[config.mk]
export PLATFORM = sky130hd
export DESIGN_NAME = gpc_pin_config
export DESIGN_NICKNAME = d
export VERILOG_FILES = /design/src/gpc_pkg.sv /design/src/gpc_pin_config.sv /design/src/gpc_pin_cell.sv /design/src/gpc_level_filter.sv
export SDC_FILE = /design/constraint.sdc
export NUM_CORES = 1
export LEC_CHECK = 0
export BUFFER_PORTS_ARGS = -buffer_cell sky130_fd_sc_hd__clkbuf_2
export CORE_ASPECT_RATIO = 1.5
export CORE_MARGIN = 8
export CORE_UTILIZATION = 49
export DETAILED_ROUTE_END_ITERATION = 10
export GPL_TIMING_DRIVEN = 0
export MAX_ROUTING_LAYER = met4
export PLACE_DENSITY = 0.8
export SLEW_MARGIN = 30
export SYNTH_ARGS = -nofsm -noshare
export SYNTH_HDL_FRONTEND = slang
export SYNTH_SLANG_ARGS = --single-unit
[constraint.sdc]
create_clock -name core_clk_in -period 1.73 [get_ports core_clk_in]
set_input_delay 0.173 -clock core_clk_in [delete_from_list [all_inputs] [get_ports core_clk_in]]
set_output_delay 0.173 -clock core_clk_in [all_outputs]
set_load 0.01 [all_outputs]
[src/gpc_pkg.sv]
// Package for the pin function configuration block: map, fields, types
package gpc_pkg;

   // Register byte offsets
   localparam logic [7:0] GPC_CFG_OFFSET  = 8'h88;
   localparam logic [7:0] GPC_STS_OFFSET  = 8'h00;
   localparam logic [7:0] GPC_MASK_OFFSET = 8'h04;

   // Field positions in the configuration word
   localparam int GPC_LED_SEL_LSB = 28;
   localparam int GPC_POL_LSB     = 24;
   localparam int GPC_EE_SEL_LSB  = 20;
   localparam int GPC_BUF_LSB     = 16;
   localparam int GPC_DIR_LSB     = 8;
   localparam int GPC_GPO_LSB     = 3;
   localparam int GPC_DATA_LSB    = 0;

   // Writable bits of the configuration word; the rest are reserved
   localparam logic [31:0] GPC_CFG_WR_MASK = 32'h7777_071F;

   // Values after reset
   localparam logic [31:0] GPC_CFG_RESET = 32'h0000_0000;
   localparam logic [2:0]  GPC_IRQ_RESET = 3'h0;
   localparam logic [31:0] GPC_RD_ZERO   = 32'h0000_0000;

   // Interrupt level qualification time
   localparam int GPC_CLK_PERIOD_NS = 10;
   localparam int GPC_IRQ_LEVEL_NS  = 40;
   localparam int GPC_IRQ_CYC_RAW   = GPC_IRQ_LEVEL_NS / GPC_CLK_PERIOD_NS;
   localparam int GPC_IRQ_CYCLES    = (GPC_IRQ_CYC_RAW < 1) ? 1 : GPC_IRQ_CYC_RAW;

   // Pin routing choices for the two EEPROM pins
   typedef enum logic [2:0] {
      GPC_EE_EEPROM  = 3'h0,
      GPC_EE_GPO     = 3'h1,
      GPC_EE_RSV2    = 3'h2,
      GPC_EE_GENERAL_OUTPUT_3_DV = 3'h3,
      GPC_EE_RSV4    = 3'h4,
      GPC_EE_TXEN_G4 = 3'h5,
      GPC_EE_TXEN_DV = 3'h6,
      GPC_EE_CLKS    = 3'h7
   } gpc_ee_sel_t;

   // Configuration word as fields
   typedef struct packed {
      logic        rsv31;
      logic [2:0]  led_select;
      logic        rsv27;
      logic [2:0]  pin_irq_polarity;
      logic        rsv23;
      gpc_ee_sel_t eeprom_pin_select;
      logic        rsv19;
      logic [2:0]  pin_buffer_type;
      logic [4:0]  rsv15;
      logic [2:0]  pin_direction;
      logic [2:0]  rsv7;
      logic [1:0]  general_output_data;
      logic [2:0]  pin_data;
   } gpc_cfg_t;

   // One driven pin: level and active-low enable
   typedef struct packed {
      logic out;
      logic oe_n;
   } gpc_drive_t;

endpackage

[src/gpc_pin_config.sv]
// Pin function configuration block with Avalon-MM register access
// Summary of operation
// - Led select bits 30:28 turn pins 0..2 into LED outputs.
// - Polarity bits 26:24 choose which pin level sets its status bit.
// - Pin interrupt reaches host only when its mask enable is set.
// - Select field 22:20 routes the two EEPROM pins per its table.
// - Buffer type bits 18:16 give push-pull when set, open-drain when clear.
// - Direction bits 10:8 make a pin output when one, input when zero.
// - Bits 4:3 drive general outputs 3 and 4, read back as written.
// - Bits 2:0 drive output pins; reads return live pin levels.
//
// Chosen here: register access over Avalon-MM.
module gpc_pin_config
   import gpc_pkg::*;
(
   input  wire logic        core_clk_in,          // System clock
   input  wire logic        nrst_in,              // Sync reset, low
   input  wire logic [7:0]  avs_address_in,       // Byte address
   input  wire logic        avs_read_in,          // Read request
   input  wire logic        avs_write_in,         // Write request
   input  wire logic [31:0] avs_writedata_in,     // Write data
   input  wire logic [3:0]  avs_byteenable_in,    // Byte lanes
   output logic      [31:0] avs_readdata_out,     // Read data
   output logic             avs_waitrequest_out,  // Stall
   output logic             irq_out,              // Level interrupt
   input  wire logic [2:0]  gpio_in,              // Pin levels
   output logic      [2:0]  gpio_out,             // Pin drive levels
   output logic      [2:0]  gpio_oe_n_out,        // Pin enables, low
   input  wire logic [2:0]  led_link_in,          // LED sources
   input  wire logic        ee_data_out_in,       // EEPROM ctl data
   input  wire logic        ee_data_oe_in,        // EEPROM ctl enable
   input  wire logic        ee_clock_in,          // EEPROM ctl clock
   output logic             ee_data_in_out,       // Data pin to ctl
   input  wire logic        tx_en_in,             // MII transmit enable
   input  wire logic        rx_dv_in,             // MII receive valid
   input  wire logic        tx_clk_in,            // MII transmit clock
   input  wire logic        rx_clk_in,            // MII receive clock
   input  wire logic        eeprom_data_pin_in,   // Data pin level
   output logic             eeprom_data_pin_out,  // Data pin drive
   output logic             eeprom_data_pin_oe_n_out, // Data enable, low
   output logic             eeprom_clock_pin_out  // Clock pin drive
);

   // Stored registers
   gpc_cfg_t   cfg_q;
   gpc_cfg_t   cfg_d;
   logic [2:0] sts_q;
   logic [2:0] sts_d;
   logic [2:0] mask_q;
   logic [2:0] mask_d;

   // Bus handshake and read data
   logic        ack_q;
   logic [31:0] rdata_q;
   logic [31:0] rdata_d;

   // Pin and routing results
   gpc_drive_t  drive [3];
   logic [2:0]  level;
   logic [2:0]  hit;
   logic        ee_dout_q;
   logic        ee_doe_n_q;
   logic        ee_clk_q;
   logic        ee_dout_d;
   logic        ee_doe_n_d;
   logic        ee_clk_d;

   // Bus decode wires
   logic        req;
   logic        take;
   logic        wr_take;
   logic        sel_cfg;
   logic        sel_sts;
   logic        sel_mask;
   logic        hit_map;
   logic [31:0] be_mask;
   logic [31:0] cfg_word;
   logic [31:0] cfg_rd;
   logic [31:0] cfg_wr;
   logic [31:0] sts_rd;
   logic [31:0] mask_rd;
   logic [2:0]  w1c;
   logic [2:0]  mask_wr;

   // Field views of the configuration
   logic [2:0]  led_sel;
   logic [2:0]  pol;
   gpc_ee_sel_t ee_sel;
   logic [2:0]  buf_pp;
   logic [2:0]  dir;
   logic [1:0]  gpo;
   logic [2:0]  pdata;
   logic        general_output_3;
   logic        general_output_4;

   //------------------------------------------------------------------
   // Avalon-MM slave: one wait cycle, answer on the second edge
   //------------------------------------------------------------------

   // A request is answered one cycle after it rises
   assign req     = avs_read_in | avs_write_in;
   assign take    = req & ack_q;
   assign wr_take = avs_write_in & ack_q;
   assign avs_waitrequest_out = req & ~ack_q;

   // Address decode, low two address bits ignored
   assign sel_cfg  = (avs_address_in[7:2] == GPC_CFG_OFFSET[7:2]);
   assign sel_sts  = (avs_address_in[7:2] == GPC_STS_OFFSET[7:2]);
   assign sel_mask = (avs_address_in[7:2] == GPC_MASK_OFFSET[7:2]);
   assign hit_map  = sel_cfg | sel_sts | sel_mask;

   // Byte enables widened to a bit mask
   assign be_mask = {{8{avs_byteenable_in[3]}},
                     {8{avs_byteenable_in[2]}},
                     {8{avs_byteenable_in[1]}},
                     {8{avs_byteenable_in[0]}}};

   // Handshake flop; drops after each answer so requests can chain
   always_ff @(posedge core_clk_in) begin
      if (!nrst_in) begin
         ack_q <= 1'b0;
      end else begin
         ack_q <= req & ~ack_q;
      end
   end

   //------------------------------------------------------------------
   // Configuration register
   //------------------------------------------------------------------

   // Field views
   assign led_sel = cfg_q.led_select;
   assign pol     = cfg_q.pin_irq_polarity;
   assign ee_sel  = cfg_q.eeprom_pin_select;
   assign buf_pp  = cfg_q.pin_buffer_type;
   assign dir     = cfg_q.pin_direction;
   assign gpo     = cfg_q.general_output_data;
   assign pdata   = cfg_q.pin_data;
   assign general_output_3    = gpo[0];
   assign general_output_4    = gpo[1];

   // Stored word; reserved bits only ever hold zero
   assign cfg_word = GPC_CFG_WR_MASK & cfg_q;

   // Readback swaps the stored pin data for live pin levels
   assign cfg_rd = {cfg_word[31:3], gpio_in};

   // Masked write keeps unselected lanes and reserved bits out
   assign cfg_wr = (cfg_word & ~(be_mask & GPC_CFG_WR_MASK))
                 | (avs_writedata_in & be_mask & GPC_CFG_WR_MASK);

   assign cfg_d = (wr_take && sel_cfg) ? gpc_cfg_t'(cfg_wr) : cfg_q;

   // Reserved select codes are stored as written; routing idles for them
   always_ff @(posedge core_clk_in) begin
      if (!nrst_in) begin
         cfg_q <= gpc_cfg_t'(GPC_CFG_RESET);
      end else begin
         cfg_q <= cfg_d;
      end
   end

   //------------------------------------------------------------------
   // Interrupt status and mask
   //------------------------------------------------------------------

   // Write-one-to-clear uses the lowest byte lane only
   assign w1c     = (wr_take && sel_sts && avs_byteenable_in[0])
                    ? avs_writedata_in[2:0] : 3'h0;
   assign mask_wr = avs_writedata_in[2:0];

   // A level still present re-sets the bit; set beats clear
   assign sts_d  = (sts_q & ~w1c) | hit;
   assign mask_d = (wr_take && sel_mask && avs_byteenable_in[0])
                   ? mask_wr : mask_q;

   always_ff @(posedge core_clk_in) begin
      if (!nrst_in) begin
         sts_q  <= GPC_IRQ_RESET;
         mask_q <= GPC_IRQ_RESET;
      end else begin
         sts_q  <= sts_d;
         mask_q <= mask_d;
      end
   end

   // Polarity alone never interrupts; the enable must also be set
   assign irq_out = |(sts_q & mask_q);

   assign sts_rd  = {29'h0, sts_q};
   assign mask_rd = {29'h0, mask_q};

   //------------------------------------------------------------------
   // Read data
   //------------------------------------------------------------------

   // Unmapped addresses read zero and take no write
   assign rdata_d = sel_cfg  ? cfg_rd  :
                    sel_sts  ? sts_rd  :
                    sel_mask ? mask_rd : GPC_RD_ZERO;

   // Captured on the stall cycle so it stands at the answer edge
   always_ff @(posedge core_clk_in) begin
      if (!nrst_in) begin
         rdata_q <= GPC_RD_ZERO;
      end else if (avs_read_in && !ack_q) begin
         rdata_q <= hit_map ? rdata_d : GPC_RD_ZERO;
      end
   end

   assign avs_readdata_out = rdata_q;

   //------------------------------------------------------------------
   // Shared GPIO/LED pins
   //------------------------------------------------------------------

   // One cell and one level qualifier per pin
   for (genvar i = 0; i < 3; i++) begin : g_pin
      gpc_pin_cell u_cell (
         .core_clk_in  (core_clk_in),
         .nrst_in      (nrst_in),
         .led_sel_in   (led_sel[i]),
         .dir_in       (dir[i]),
         .push_pull_in (buf_pp[i]),
         .data_in      (pdata[i]),
         .pol_in       (pol[i]),
         .led_in       (led_link_in[i]),
         .pin_in       (gpio_in[i]),
         .drive_out    (drive[i]),
         .level_out    (level[i])
      );

      // Only levels held the qualifying time are counted
      gpc_level_filter u_filt (
         .core_clk_in (core_clk_in),
         .nrst_in     (nrst_in),
         .level_in    (level[i]),
         .hit_out     (hit[i])
      );

      assign gpio_out[i]      = drive[i].out;
      assign gpio_oe_n_out[i] = drive[i].oe_n;
   end

   //------------------------------------------------------------------
   // EEPROM pin routing
   //------------------------------------------------------------------

   // Data pin always reports its level to the EEPROM controller
   assign ee_data_in_out = eeprom_data_pin_in;

   // Reserved codes release the data pin and hold the clock low
   always_comb begin
      ee_dout_d  = 1'b0;
      ee_doe_n_d = 1'b1;
      ee_clk_d   = 1'b0;
      case (ee_sel)
         GPC_EE_EEPROM: begin
            ee_dout_d  = ee_data_out_in;
            ee_doe_n_d = ~ee_data_oe_in;
            ee_clk_d   = ee_clock_in;
         end
         GPC_EE_GPO: begin
            ee_dout_d  = general_output_3;
            ee_doe_n_d = 1'b0;
            ee_clk_d   = general_output_4;
         end
         GPC_EE_GENERAL_OUTPUT_3_DV: begin
            ee_dout_d  = general_output_3;
            ee_doe_n_d = 1'b0;
            ee_clk_d   = rx_dv_in;
         end
         GPC_EE_TXEN_G4: begin
            ee_dout_d  = tx_en_in;
            ee_doe_n_d = 1'b0;
            ee_clk_d   = general_output_4;
         end
         GPC_EE_TXEN_DV: begin
            ee_dout_d  = tx_en_in;
            ee_doe_n_d = 1'b0;
            ee_clk_d   = rx_dv_in;
         end
         GPC_EE_CLKS: begin
            ee_dout_d  = tx_clk_in;
            ee_doe_n_d = 1'b0;
            ee_clk_d   = rx_clk_in;
         end
         default: begin
            ee_dout_d  = 1'b0;
            ee_doe_n_d = 1'b1;
            ee_clk_d   = 1'b0;
         end
      endcase
   end

   // Registered outputs; monitored clocks are resampled, so they
   // only look right when well below half the system clock
   always_ff @(posedge core_clk_in) begin
      if (!nrst_in) begin
         ee_dout_q  <= 1'b0;
         ee_doe_n_q <= 1'b1;
         ee_clk_q   <= 1'b0;
      end else begin
         ee_dout_q  <= ee_dout_d;
         ee_doe_n_q <= ee_doe_n_d;
         ee_clk_q   <= ee_clk_d;
      end
   end

   assign eeprom_data_pin_out      = ee_dout_q;
   assign eeprom_data_pin_oe_n_out = ee_doe_n_q;
   assign eeprom_clock_pin_out     = ee_clk_q;

endmodule

[src/gpc_pin_cell.sv]
// One shared GPIO/LED pin: driver selection and interrupt level
module gpc_pin_cell
   import gpc_pkg::*;
(
   input  wire logic       core_clk_in,  // System clock
   input  wire logic       nrst_in,      // Sync reset, low
   input  wire logic       led_sel_in,   // Pin taken as LED
   input  wire logic       dir_in,       // 1 output, 0 input
   input  wire logic       push_pull_in, // 1 push-pull, 0 open-drain
   input  wire logic       data_in,      // Written pin data
   input  wire logic       pol_in,       // Interrupt level
   input  wire logic       led_in,       // LED source level
   input  wire logic       pin_in,       // Pin level seen
   output gpc_drive_t      drive_out,    // Pin drive, registered
   output logic            level_out     // Active interrupt level
);

   logic drv_en;
   logic drv_val;
   gpc_drive_t drive_q;
   gpc_drive_t drive_d;

   // LED function overrides direction and buffer type
   assign drv_val = led_sel_in ? led_in : data_in;
   // Open-drain only pulls low; high is released
   assign drv_en  = led_sel_in | (dir_in & (push_pull_in | ~data_in));
   assign drive_d = '{out: drv_val, oe_n: ~drv_en};

   // Polarity picks which level counts; LED pins raise none
   assign level_out = ~led_sel_in & ~(pin_in ^ pol_in);

   // Registered so the pad sees no decode glitches
   always_ff @(posedge core_clk_in) begin
      if (!nrst_in) begin
         drive_q <= '{out: 1'b0, oe_n: 1'b1};
      end else begin
         drive_q <= drive_d;
      end
   end

   assign drive_out = drive_q;

endmodule

[src/gpc_level_filter.sv]
// Level qualifier: flags a level held for the required cycles
module gpc_level_filter
   import gpc_pkg::*;
(
   input  wire logic core_clk_in,  // System clock
   input  wire logic nrst_in,      // Sync reset, low
   input  wire logic level_in,     // Raw active level
   output logic      hit_out       // Level qualified
);

   logic [3:0] cnt_q;
   logic [3:0] cnt_d;
   logic       full;

   // Short glitches restart the count and are not seen
   assign full  = (cnt_q >= 4'(GPC_IRQ_CYCLES));
   assign cnt_d = !level_in ? 4'h0 : (full ? cnt_q : cnt_q + 4'h1);

   always_ff @(posedge core_clk_in) begin
      if (!nrst_in) begin
         cnt_q <= 4'h0;
      end else begin
         cnt_q <= cnt_d;
      end
   end

   assign hit_out = full;

endmodule

* Yosys cells after proc, flatten, opt, wreduce, memory -nomap -nowiden
Index checks and enable logic that the tools add are counted.
** Cells by class
- Add/subtract/negate cells :: 3
- Multiply operators :: 0
- Div/mod/pow operators :: 0
- $lt $le $gt $ge :: 3
- Eq/ne operators :: 7
- Shift operators :: 0
- Muxes and demuxes :: 11
- Bitwise operators :: 42
- Reductions and logical operators :: 18
** Operators by type and width (number)
- $and 31x31->31 :: 2
- $mux 31 :: 2
- $not 31->31 :: 1
- $or 31x31->31 :: 1
- $not 1->1 :: 14
- $add 4x1->4 const B :: 3
- $ge 4x3->1 const B :: 3
- $eq 3x3->1 const B :: 3
- $mux 3 :: 3
- $or 1x1->1 :: 9
- $and 1x1->1 :: 8
- $pmux 1 s4 :: 2
- $reduce_or 2->1 :: 4
- $and 3x3->3 :: 2
- $eq 6x1->1 const B :: 1
- $eq 6x6->1 const B :: 1
- $logic_and 1x1->1 :: 6
- $logic_not 6->1 :: 1
- $reduce_and 2->1 :: 3
- $reduce_or 5->1 :: 1
- $eq 3x1->1 const B :: 1
- $eq 3x2->1 const B :: 1
- $logic_not 3->1 :: 1
- $mux 1 :: 3
- other kinds (6) :: 8
** Storage, ports and cells
- Bits in registers :: 80
- Bits in latches :: 0
- Memory bits (writable) :: 0
- Bits in read-only memories :: 0
- Output and inout port bits :: 44
- Word-level logic and storage cells :: 107
- Memories kept :: 0

* Logic depth before layout (Yosys ltp)
Gate-level depths: netlist of the first run.
- Depth after elaboration :: 7
- Mapped depth :: 5

* By module
From an unflattened synthesis of the first run, not the netlist that was laid out.
** Second synthesis, totals
- Cell total of the unflattened synthesis :: 354
- Area total of the unflattened synthesis :: 3116.7 µm²
** Modules (own cells, without submodules)
- gpc_pin_config :: times used 1, cells each 279, area each 2351.0 µm²
- gpc_level_filter :: times used 3, cells each 17, area each 158.9 µm²
- gpc_pin_cell :: times used 3, cells each 8, area each 96.3 µm²

* Worst setup path before layout of the first run
No wires, ideal clock.
- Path kind :: in2reg
- Start point :: in avs_address_in[6]
- End point :: reg mask_q[0]
- Arrival time :: 1415 ps
- Data required time :: 1611 ps
- Setup slack :: 196 ps
- Stages :: 4
- Cells stage by stage :: or4b_4 or4b_1 buf_2 mux2i_1
** On the way
- Cells in the longest elaborated chain, start to end :: 3
** RTL lines
- start, declared :: RTL line gpc_pin_config.sv:18 : input wire logic [7:0] avs_address_in,
- $eq 6x1->1 :: RTL line gpc_pin_config.sv:109 : assign sel_mask = (avs_address_in[7:2] == GPC_MASK_OFFSET[7:2]);
- $logic_and 1x1->1 (2 in series) :: RTL line gpc_pin_config.sv:174 : assign mask_d = (wr_take && sel_mask && avs_byteenable_in[0])
- end signal, assigned :: RTL line gpc_pin_config.sv:183 : mask_q <= mask_d;
- end, declared :: RTL line gpc_pin_config.sv:49 : logic [2:0] mask_q;
Every way passes these cells.
A chain may end at the register's enable or synchronous reset.

* Worst setup path after layout of the first run
- Start point :: reg ack_q
- End point :: reg rdata_q[30] (netlist: avs_readdata_out[30])
** On the way
- Cells in the longest elaborated chain, start to end :: 2
** RTL lines
- start, declared :: RTL line gpc_pin_config.sv:53 : logic ack_q;
- start signal, assigned :: RTL line gpc_pin_config.sv:123 : ack_q <= req & ~ack_q;
- $logic_not 1->1 :: RTL line gpc_pin_config.sv:206 : end else if (avs_read_in && !ack_q) begin
- $logic_and 1x1->1 :: RTL line gpc_pin_config.sv:206
- end signal, assigned :: RTL line gpc_pin_config.sv:207 : rdata_q <= hit_map ? rdata_d : GPC_RD_ZERO;
- end, declared :: RTL line gpc_pin_config.sv:54 : logic [31:0] rdata_q;
Every way passes these cells.

==> summary.md, run 1 <==
| Metric | Value |
|---|---|
| Status | `finished clean` |
| Critical path type | `reg2reg` |
| Via count | `2,592` |
| Yosys Warn Count | `0` |
| # fillers | `496` |
| R2R setup slack | `0.17 ns` |
| Worst endpoint data arrival time | `between 1.5 and 2 ns` |
| Total global-route track usage | `0.186` |
| Crit-path slowest cell | `nor4b_1` |
| Cell count of the worst reg-to-reg path | `4` |
| R2R Path Start | `ack_q$_SDFF_PN0_` |
| Synth Cell Area | `approximately 2900 um^2` |
| WHS Path Cells | `2` |
| Slew at the pin with the worst max-slew slack | `a little over 0.8 ns` |
| Critical Path Start Type | `flop` |
| Initial antenna violation count | `0` |
| Hold endpoint | `sts_q[0]$_SDFF_PN0_` |
| Final worst path period share | `0.901` |
| Core Box Area | `5740 um^2` |
| Max Root-Sink Buffers | `2` |
| Post-synth top area cell | `dfxtp_1` |
| DIE AREA | `between 8000 and 9000 um^2` |
| Worst EP required | `2.01 ns` |
| Area grow syn2layout | `25.3%` |
| Setup violators final | `0` |
| EDFF count, synth | `0` |
| Critical R2R Capture | `avs_readdata_out[30]$_SDFFE_PN0P_` |
| Wire length per cell | `~16 um` |
| Synth top cells by count | `dfxtp_1 (68), nand2_1 (49), nor2_1 (37)` |
| Pin count of the biggest net entering global routing | `12` |
| Cell variety after synth | `39` |
| Layout cells sized above 1 | `0.269` |
| Post-CTS setup buffers | `0` |
| P_leak | `around 0.0015 uW` |
| Final Hold Fails | `0` |
| NumNets Final | `approximately 480` |
| Critical Path, Cell by Cell | `nor4b_1 -> clkbuf_1 -> a32oi_1 -> nor2_1` |
| # DRC | `0` |
| Die width | `just under 80 um` |
| Inserted Clock Buffers | `9` |
| Top cell type's share of synthesized area | `0.476` |
| Clock slew at reported path FFs | `roughly 0.07 ns` |
| Asr flop ratio synth | `0` |
| Leading post-synthesis cells by cell area | `dfxtp_1 (48%), mux2i_1 (11%), nand2_1 (6.4%)` |
| Syn Inst Count | `approximately 310` |
| Vias in the first global route | `around 2,700` |
| Critical Path Max Stage Delay | `around 0.45 ns` |
| Top delay family on crit path | `simple AND/OR/NAND/NOR gates` |
| Unrepaired setup endpoints after global routing | `no` |
| Remaining antenna violation count | `0` |
| PD cells | `between 800 and 900 nW/um^2` |
| Max Cap Viol | `0` |
| Antenna Cells | `0` |
| Clock sinks | `slightly below 70` |
| Num ports | `106` |
| #FFs+latches synth | `68` |
| Hold_sp | `avs_writedata_in[0]` |
| Fin util | `0.624` |
| Hold Crit Class | `in2reg` |
| Initial DRC count | `around 210` |
| Crit. End Element | `flop` |
| Relative slew slack | `0.441` |
| Clk_skew | `roughly 0.014 ns` |
| Worst path bufs/invs | `1` |
| Count leader, synth | `dfxtp_1` |
| DP HPWL | `5920 um` |
| Peak supply drop | `~0.55 mV` |
| GP Congestion | `roughly 0.84` |
| Period minus WS final | `around 1.6 ns` |
| Number of vias per cell | `5.31` |
| WL final | `roughly 7600 um` |
| Fmax | `641 MHz` |
| Overflow after GRT | `0` |
| First-pass DRT Iterations | `4` |
| Worst-Skew Late Latency | `~0.35 ns` |
| Initial core utilization | `0.498` |
| CP max FO | `10` |
| CTS tree | `done` |
| Port buffer count | `77` |
| FP Rows | `34` |
| Die height | `around 110 um` |
| Post-synthesis sequential area ratio | `0.476` |
| First-pass GRT wire length | `12,300 um` |
| Root Buffer | `clkbuf_8` |
| Pins Over Slew Limit | `0` |
| Total negative setup slack | `0 ns` |
| Post-Syn Area per Cell | `between 9 and 10 um^2` |
| Top_reg_cell synth | `dfxtp_1` |
| CTS H-tree lvls | `3` |
==> metrics by stage <==
step                      cell area, um^2  instances  hold WS [ns]  total power [uW]  setup WS (ns)
after CTS                            3580        488        0.0413              3220          0.136
after global routing                 3580        488        0.0375              3330         0.0102
after floorplan                      2900        324         0.295              1750          0.196
after detailed placement             3380        473         0.403              1860         -0.144
after global placement               3380        473         0.399              1850         -0.104
final                                3580        488        0.0441              3210          0.171
==> repair_timing <==
action / CTS / global route
gates resized for setup: 0 / 2
hold buffers: 0 / 0
hold endpoints to repair: 0 / 0
setup endpoints to repair: 0 / 7
==> power breakdown <==
| part | internal, uW | total [uW] | switching, uW |
|---|---|---|---|
| Combinational | 99.4 | 239 | 139 |
| Sequential | 1580 | 1590 | 8.63 |
| Clock | 799 | 1390 | 589 |
| Total | 2480 | 3210 | 737 |
==> layout by cell type, fill, tap and decap left out, types with 5 or more instances in the layout <==
cell type / n
clkbuf_1: 15
dfxtp_1: 68
nand3_1: 5
mux2i_1: 31
a32oi_1: 17
buf_4: 13
clkbuf_8: 9
inv_1: 8
clkbuf_2: 78
nand2_1: 49
o21ai_0: 6
a21oi_1: 9
conb_1: 12
nor2_1: 37
==> metal layers <==
layer | vias to the layer above | GRT usage | share of wire
met4 | 0 | 0.0824 | 0.017
met1 | 1217 | 0.178 | 0.38
met5 | - | - | 0
met3 | 13 | 0.0630 | 0.069
li1 | 1278 | - | -
met2 | 84 | 0.330 | 0.54
==> kinds of logic after synthesis <==
family                     share of synthesized area
DFF                                            0.476
xor gates and xnor gates                      0.0184
adders and majority gates                     0.0131
AOI/OAI and AO/OA                              0.123
muxes                                          0.116
other                                        0.00131
buffers and inverters                         0.0748
and+or+nand+nor                                0.177
==> worst max path at each step <==
stage                                  from                           endpoint  depth (start not counted)
final                      ack_q$_SDFF_PN0_  avs_readdata_out[30]$_SDFFE_PN0P_                          4
after global routing       ack_q$_SDFF_PN0_                               flop                          3
after CTS                  ack_q$_SDFF_PN0_   avs_readdata_out[2]$_SDFFE_PN0P_                          4
after detailed placement  avs_address_in[2]  avs_readdata_out[21]$_SDFFE_PN0P_                          5
after global placement    avs_address_in[2]                               flop                          5
after floorplan           avs_address_in[6]             mask_q[0]$_SDFFE_PN0P_                          4
==> layout make-up <==
class	instances	area, um^2	area share
Buffer	34	181	0.0506
Sequential cell	68	1360	0.380
Clock buffer	10	128	0.0356
Clock inverter	5	77.6	0.0216
Tap cell	72	90.1	0.0251
Multi-Input combinational cell	213	1330	0.370
Inverter	9	33.8	0.00943
Timing Repair Buffer	77	385	0.108
Note: power is estimated with default switching activity, not from simulation.
==> run 2, diff against run 1 <==
PLACE_DENSITY = 0.79   (was 0.8)
==> summary.md, run 2 (same netlist as run 1, synthesis figures left out) <==
| Metric | Value |
|---|---|
| Total global-route track usage | `0.183` |
| WL final | `around 7600 um` |
| # DRC | `0` |
| Port buffer count | `between 70 and 80` |
| Max Cap Viol | `0` |
| CTS H-tree lvls | `3` |
| Overflow after GRT | `0` |
| P_leak | `~0.0015 uW` |
| DIE AREA | `roughly 8600 um^2` |
| Gates resized, CTS repair | `0` |
| Clock slew at reported path FFs | `0.08 ns` |
| First-pass GRT wire length | `12,000 um` |
| NumNets Final | `approximately 480` |
| Setup violators final | `0` |
| DP HPWL | `6060 um` |
| Cell count of the worst reg-to-reg path | `3` |
| Clk_skew | `roughly 0.0093 ns` |
| Pins Over Slew Limit | `0` |
| Post-CTS setup buffers | `0` |
| Relative slew slack | `0.439` |
| Initial core utilization | `0.498` |
| Worst hold slack | `0.0529 ns` |
| CTS tree | `done` |
| Inserted Clock Buffers | `9` |
| Wire length per cell | `around 15 um` |
| R2R setup slack | `0.15 ns` |
| Pin count of the biggest net entering global routing | `13` |
| First-pass DRT Iterations | `4` |
| Critical Path Start Type | `flop` |
| Root Buffer | `clkbuf_8` |
| Layout cells sized above 1 | `0.276` |
| CP max FO | `6` |
| Commonest non-fill, non-tap cells in the layout | `clkbuf_2 (79), dfxtp_1 (68), nand2_1 (49)` |
| Commonest non-fill, non-tap cell in the layout | `clkbuf_2` |
| Via count | `2,590` |
| GP Congestion | `between 0.8 and 0.9` |
| Initial DRC count | `between 100 and 150` |
| Unrepaired setup endpoints after global routing | `no` |
| Status | `finished clean` |
| R2R Path Start | `ack_q$_SDFF_PN0_` |
| Max Root-Sink Buffers | `2` |
| Worst EP required | `around 2.0 ns` |
| Final Hold Fails | `0` |
| Vias in the first global route | `roughly 2,700` |
| Slew at the pin with the worst max-slew slack | `roughly 0.84 ns` |
| Worst-Skew Late Latency | `around 0.34 ns` |
| Crit. End Element | `flop` |
| PD cells | `between 900 and 1000 nW/um^2` |
| Hold Crit Class | `in2reg` |
| Fmax | `635 MHz` |
| Initial antenna violation count | `0` |
| Die height | `between 100 and 150 um` |
| Final Power | `approximately 3300 uW` |
| Critical path type | `reg2reg` |
| Period minus WS final | `1.58 ns` |
| Hold_sp | `avs_writedata_in[21]` |
| Final worst path period share | `0.911` |
| Worst endpoint data arrival time | `roughly 1.8 ns` |
| Area grow syn2layout | `26.0%` |
| Clock sinks | `between 60 and 70` |
| Num ports | `106` |
| Remaining antenna violation count | `0` |
| CP startpoint | `ack_q$_SDFF_PN0_` |
| Number of vias per cell | `approximately 5.3` |
| Die width | `78.4 um` |
| CTS Hold Bufs | `0` |
| Antenna Cells | `0` |
| Peak supply drop | `0.697 mV` |
| Core Box Area | `around 5700 um^2` |
| FP Rows | `34` |
-- run 2: cell count changes in the layout (fill, tap and decap cells not counted), sizes merged --
cell      previous run  this run
clkinv               3         5
clkinvlp             1         0
-- run 2: through the flow --
step                 util  TNS (ns)  worst slack [ns]  instance area [um^2]  instances
floorplan               -         0             0.196                  2900        324
global placement    0.588     -3.53            -0.123                  3380        473
detailed placement  0.588     -4.03            -0.182                  3380        473
CTS                 0.627         0            0.0771                  3600        489
global route        0.628         0            0.0232                  3600        489
finish              0.628         0             0.154                  3600        489
-- run 2: worst max-delay path, stage by stage, from the launching register on --
cell,delay [ns]
dfxtp_1,0.41
nand2_1,0.13
nor4_2,0.71
mux2i_1,0.26
-- run 2: cell type report --
class / count / area [um^2]
buffer: 34 / 183
multi-input combinational: 213 / 1330
inverter: 9 / 33.8
clock buffer: 10 / 138
timing repair buffer: 77 / 385
tap: 72 / 90.1
fill: 510 / 2140
sequential: 68 / 1360
clock inverter: 6 / 87.6
-- run 2: power breakdown --
group | total [uW] | internal [uW] | switching (uW)
clock network | 1440 | 850 | 594
logic | 236 | 99.4 | 136
registers | 1590 | 1580 | 9.05
-- run 2: how the worst min path moves through the flow --
| stage | endpoint | depth (start not counted) |
|---|---|---|
| after floorplan | sts_q[0]$_SDFF_PN0_ | 1 |
| after global placement | sts_q[2]$_SDFF_PN0_ | 2 |
| after detailed placement | sts_q[0]$_SDFF_PN0_ | 2 |
| after CTS | sts_q[0]$_SDFF_PN0_ | 2 |
| after global routing | flop | 3 |
| final | flop | 3 |
-- run 2: per-layer routing --
| metal | wire length, um | GRT usage | part of all wire |
|---|---|---|---|
| met5 | 0 | - | 0 |
| met4 | 248 | 0.120 | 0.033 |
| met3 | 491 | 0.0565 | 0.065 |
| met2 | 4000 | 0.321 | 0.53 |
| met1 | 2820 | 0.168 | 0.37 |
==> run 3, diff against run 2 <==
ABC_AREA = 1   (was default)
CORE_UTILIZATION = 48   (was 49)
PLACE_DENSITY = 0.78   (was 0.79)
==> summary.md, run 3 <==
| Metric | Value |
|---|---|
| Status | `finished clean` |
| Worst path bufs/invs | `2` |
| Cell variety after synth | `28` |
| WHS Path Cells | `2` |
| R2R setup slack | `slightly above 0.4 ns` |
| PD cells | `slightly below 900 nW/um^2` |
| Clk_skew | `~0.0066 ns` |
| Hold_sp | `ee_data_oe_in` |
| Initial antenna violation count | `0` |
| Cell count of the worst reg-to-reg path | `4` |
| Setup violators final | `0` |
| Slew at the pin with the worst max-slew slack | `between 0.5 and 0.6 ns` |
| Post-synth top area cell | `dfxtp_1` |
| Commonest non-fill, non-tap cells in the layout | `clkbuf_2 (78), dfxtp_1 (68), nand2_1 (65)` |
| Period minus WS final | `1.32 ns` |
| Port buffer count | `78` |
| Crit-path slowest cell | `clkbuf_1` |
| Post-Syn Area per Cell | `7.96 um^2` |
| Worst endpoint data arrival time | `roughly 1.5 ns` |
| # DRC | `0` |
| Core Box Area | `roughly 5700 um^2` |
| Area grow syn2layout | `25.4%` |
| Placed insts | `between 500 and 600` |
| DIE AREA | `8570 um^2` |
| Critical Path, Cell by Cell | `nor2_1 -> buf_2 -> clkbuf_1 -> a21oi_1` |
| Most Used Layer, Global Route | `met2` |
| Die height | `between 100 and 150 um` |
| Worst hold slack | `between 0.05 and 0.06 ns` |
| Clock power frac | `0.389` |
| #FFs+latches synth | `68` |
| Pins Over Slew Limit | `0` |
| Via count | `2,692` |
| GP Congestion | `a little under 0.9` |
| Leading post-synthesis cells by cell area | `dfxtp_1 (49%), a21oi_1 (9.3%), nand2_1 (8.7%)` |
| Post-synthesis sequential area ratio | `0.487` |
| DP HPWL | `~6000 um` |
| Clock sinks | `slightly below 70` |
| Commonest non-fill, non-tap cell in the layout | `clkbuf_2` |
| Synth Cell Area | `2790 um^2` |
| Worst EP required | `slightly below 2 ns` |
| Top_reg_cell synth | `dfxtp_1` |
| Net Sw Frac | `0.236` |
| Clock slew at reported path FFs | `around 0.060 ns` |
| Max Cap Viol | `0` |
| Fin util | `0.615` |
| Inserted Clock Buffers | `9` |
| Gates resized, CTS repair | `0` |
| Fin cells | `between 500 and 600` |
| NumNets Final | `516` |
| Antenna Cells | `0` |
| Final Power | `between 3000 and 4000 uW` |
| Critical R2R Capture | `avs_readdata_out[28]$_SDFFE_PN0P_` |
| First-pass DRT Iterations | `4` |
| Grt met1 use | `0.188` |
| Final Hold Fails | `0` |
| Crit. End Element | `flop` |
| Max Root-Sink Buffers | `2` |
| M3 GR Usage | `0.0516` |
| Total negative setup slack | `0 ns` |
| Pin count of the biggest net entering global routing | `11` |
| Layout cells sized above 1 | `0.255` |
| Wire length per cell | `14.3 um` |
| Die width | `78.3 um` |
| Vias in the first global route | `~2,900` |
| Worst-Skew Late Latency | `between 0.3 and 0.4 ns` |
| Comb pwr share | `0.092` |
| Initial DRC count | `approximately 130` |
| FP Rows | `34` |
| CP max FO | `10` |
| Overflow after GRT | `0` |
| P_leak | `0.00150 uW` |
| Peak supply drop | `between 0.6 and 0.7 mV` |
| Psw | `around 740 uW` |
| First-pass GRT wire length | `between 10,000 and 15,000 um` |
| Hold Crit Class | `in2reg` |
| Syn Inst Count | `about 350` |
| Initial core utilization | `0.490` |
| Fmax | `756 MHz` |
| CTS H-tree lvls | `3` |
| Count leader, synth | `dfxtp_1` |
| Routing usage on met2 | `0.327` |
| CTS Hold Bufs | `0` |
| Final worst path period share | `0.764` |
| Num ports | `106` |
| R2R Path Start | `ack_q$_SDFF_PN0_` |
| Number of vias per cell | `5.11` |
| EDFF count, synth | `0` |
| Root Buffer | `clkbuf_8` |
| Asr flop ratio synth | `0` |
| Critical Path Max Stage Delay | `~0.35 ns` |
| Critical path type | `reg2reg` |
| Relative slew slack | `0.617` |
| Post-CTS setup buffers | `0` |
| Hold endpoint | `eeprom_data_pin_oe_n_out$_SDFF_PN1_` |
| Top delay family on crit path | `buffers and inverters` |
| Flop pwr share | `0.519` |
| Total global-route track usage | `0.189` |
| WL final | `approximately 7600 um` |
| Pint | `between 2000 and 2500 uW` |
| Critical Path Start Type | `flop` |
| CTS tree | `done` |
| Yosys Warn Count | `0` |
| Top cell type's share of synthesized area | `0.487` |
| Unrepaired setup endpoints after global routing | `no` |
| Remaining antenna violation count | `0` |
| Synth top cells by count | `dfxtp_1 (68), nand2_1 (65), a21oi_1 (52)` |
[run 3: cell types whose count changed after synthesis, moves of 6 or more]
cell / before / now
a21oi_1: 9 / 52
mux2i_1: 31 / 0
o21ai_0: 6 / 32
nand3_1: 5 / 26
a32oi_1: 17 / 0
nand2_1: 49 / 65
inv_1: 8 / 20
clkbuf_1: 15 / 7
nor2_1: 37 / 29
nand4_1: 3 / 9
[run 3: final cells by class]
| type | instances | area (um^2) |
|---|---|---|
| clock buffers | 14 | 183 |
| flip-flops and latches | 68 | 1360 |
| clock inverters | 1 | 5.00 |
| well taps | 72 | 90.1 |
| multi-input cells | 248 | 1230 |
| repair buffers | 78 | 390 |
| plain buffers | 24 | 160 |
| fillers | 538 | 2200 |
| inverters | 22 | 82.6 |
[run 3: power groups by stage]
stage                     registers [uW]  logic [uW]  clock network (uW)
after detailed placement            1660         286                   0
after CTS                           1630         288                1230
after global routing                1630         323                1290
after global placement              1660         282                   0
final                               1630         288                1220
after floorplan                     1670         140                   0
[run 3: per-layer routing]
layer	part of all wire	vias to the layer above
met2	0.51	99
met3	0.061	19
met4	0.029	0
met1	0.40	1218
li1	-	1356
met5	0	-
[run 3: kinds of logic (layout without fill, tap and decap cells)]
kind of cell / count (synthesis) / in the layout / share of synthesized area
compound gates: 90 / 90 / 0.168
xor+xnor: 6 / 6 / 0.0188
fa+ha+maj: 3 / 3 / 0.0134
buf+inv: 46 / 139 / 0.0869
flops: 68 / 68 / 0.487
other cells: 1 / 12 / 0.00134
simple gates: 137 / 137 / 0.224
[run 3: worst max-delay path by stage]
stage,startpoint,to,slack (ns),depth (start not counted)
after floorplan,ack_q$_SDFF_PN0_,avs_readdata_out[17]$_SDFFE_PN0P_,0.64,4
after global placement,avs_address_in[5],flop,0.41,7
after detailed placement,avs_address_in[5],flop,0.38,7
after CTS,ack_q$_SDFF_PN0_,avs_readdata_out[25]$_SDFFE_PN0P_,0.40,4
after global routing,ack_q$_SDFF_PN0_,avs_readdata_out[24]$_SDFFE_PN0P_,0.30,4
final,ack_q$_SDFF_PN0_,avs_readdata_out[28]$_SDFFE_PN0P_,0.41,4
[run 3: per-stage QoR]
stage               worst slack [ns]  cell area, um^2
global route                   0.297             3500
detailed placement             0.377             3320
floorplan                      0.638             2840
global placement               0.407             3320
finish                         0.408             3500
CTS                            0.396             3500
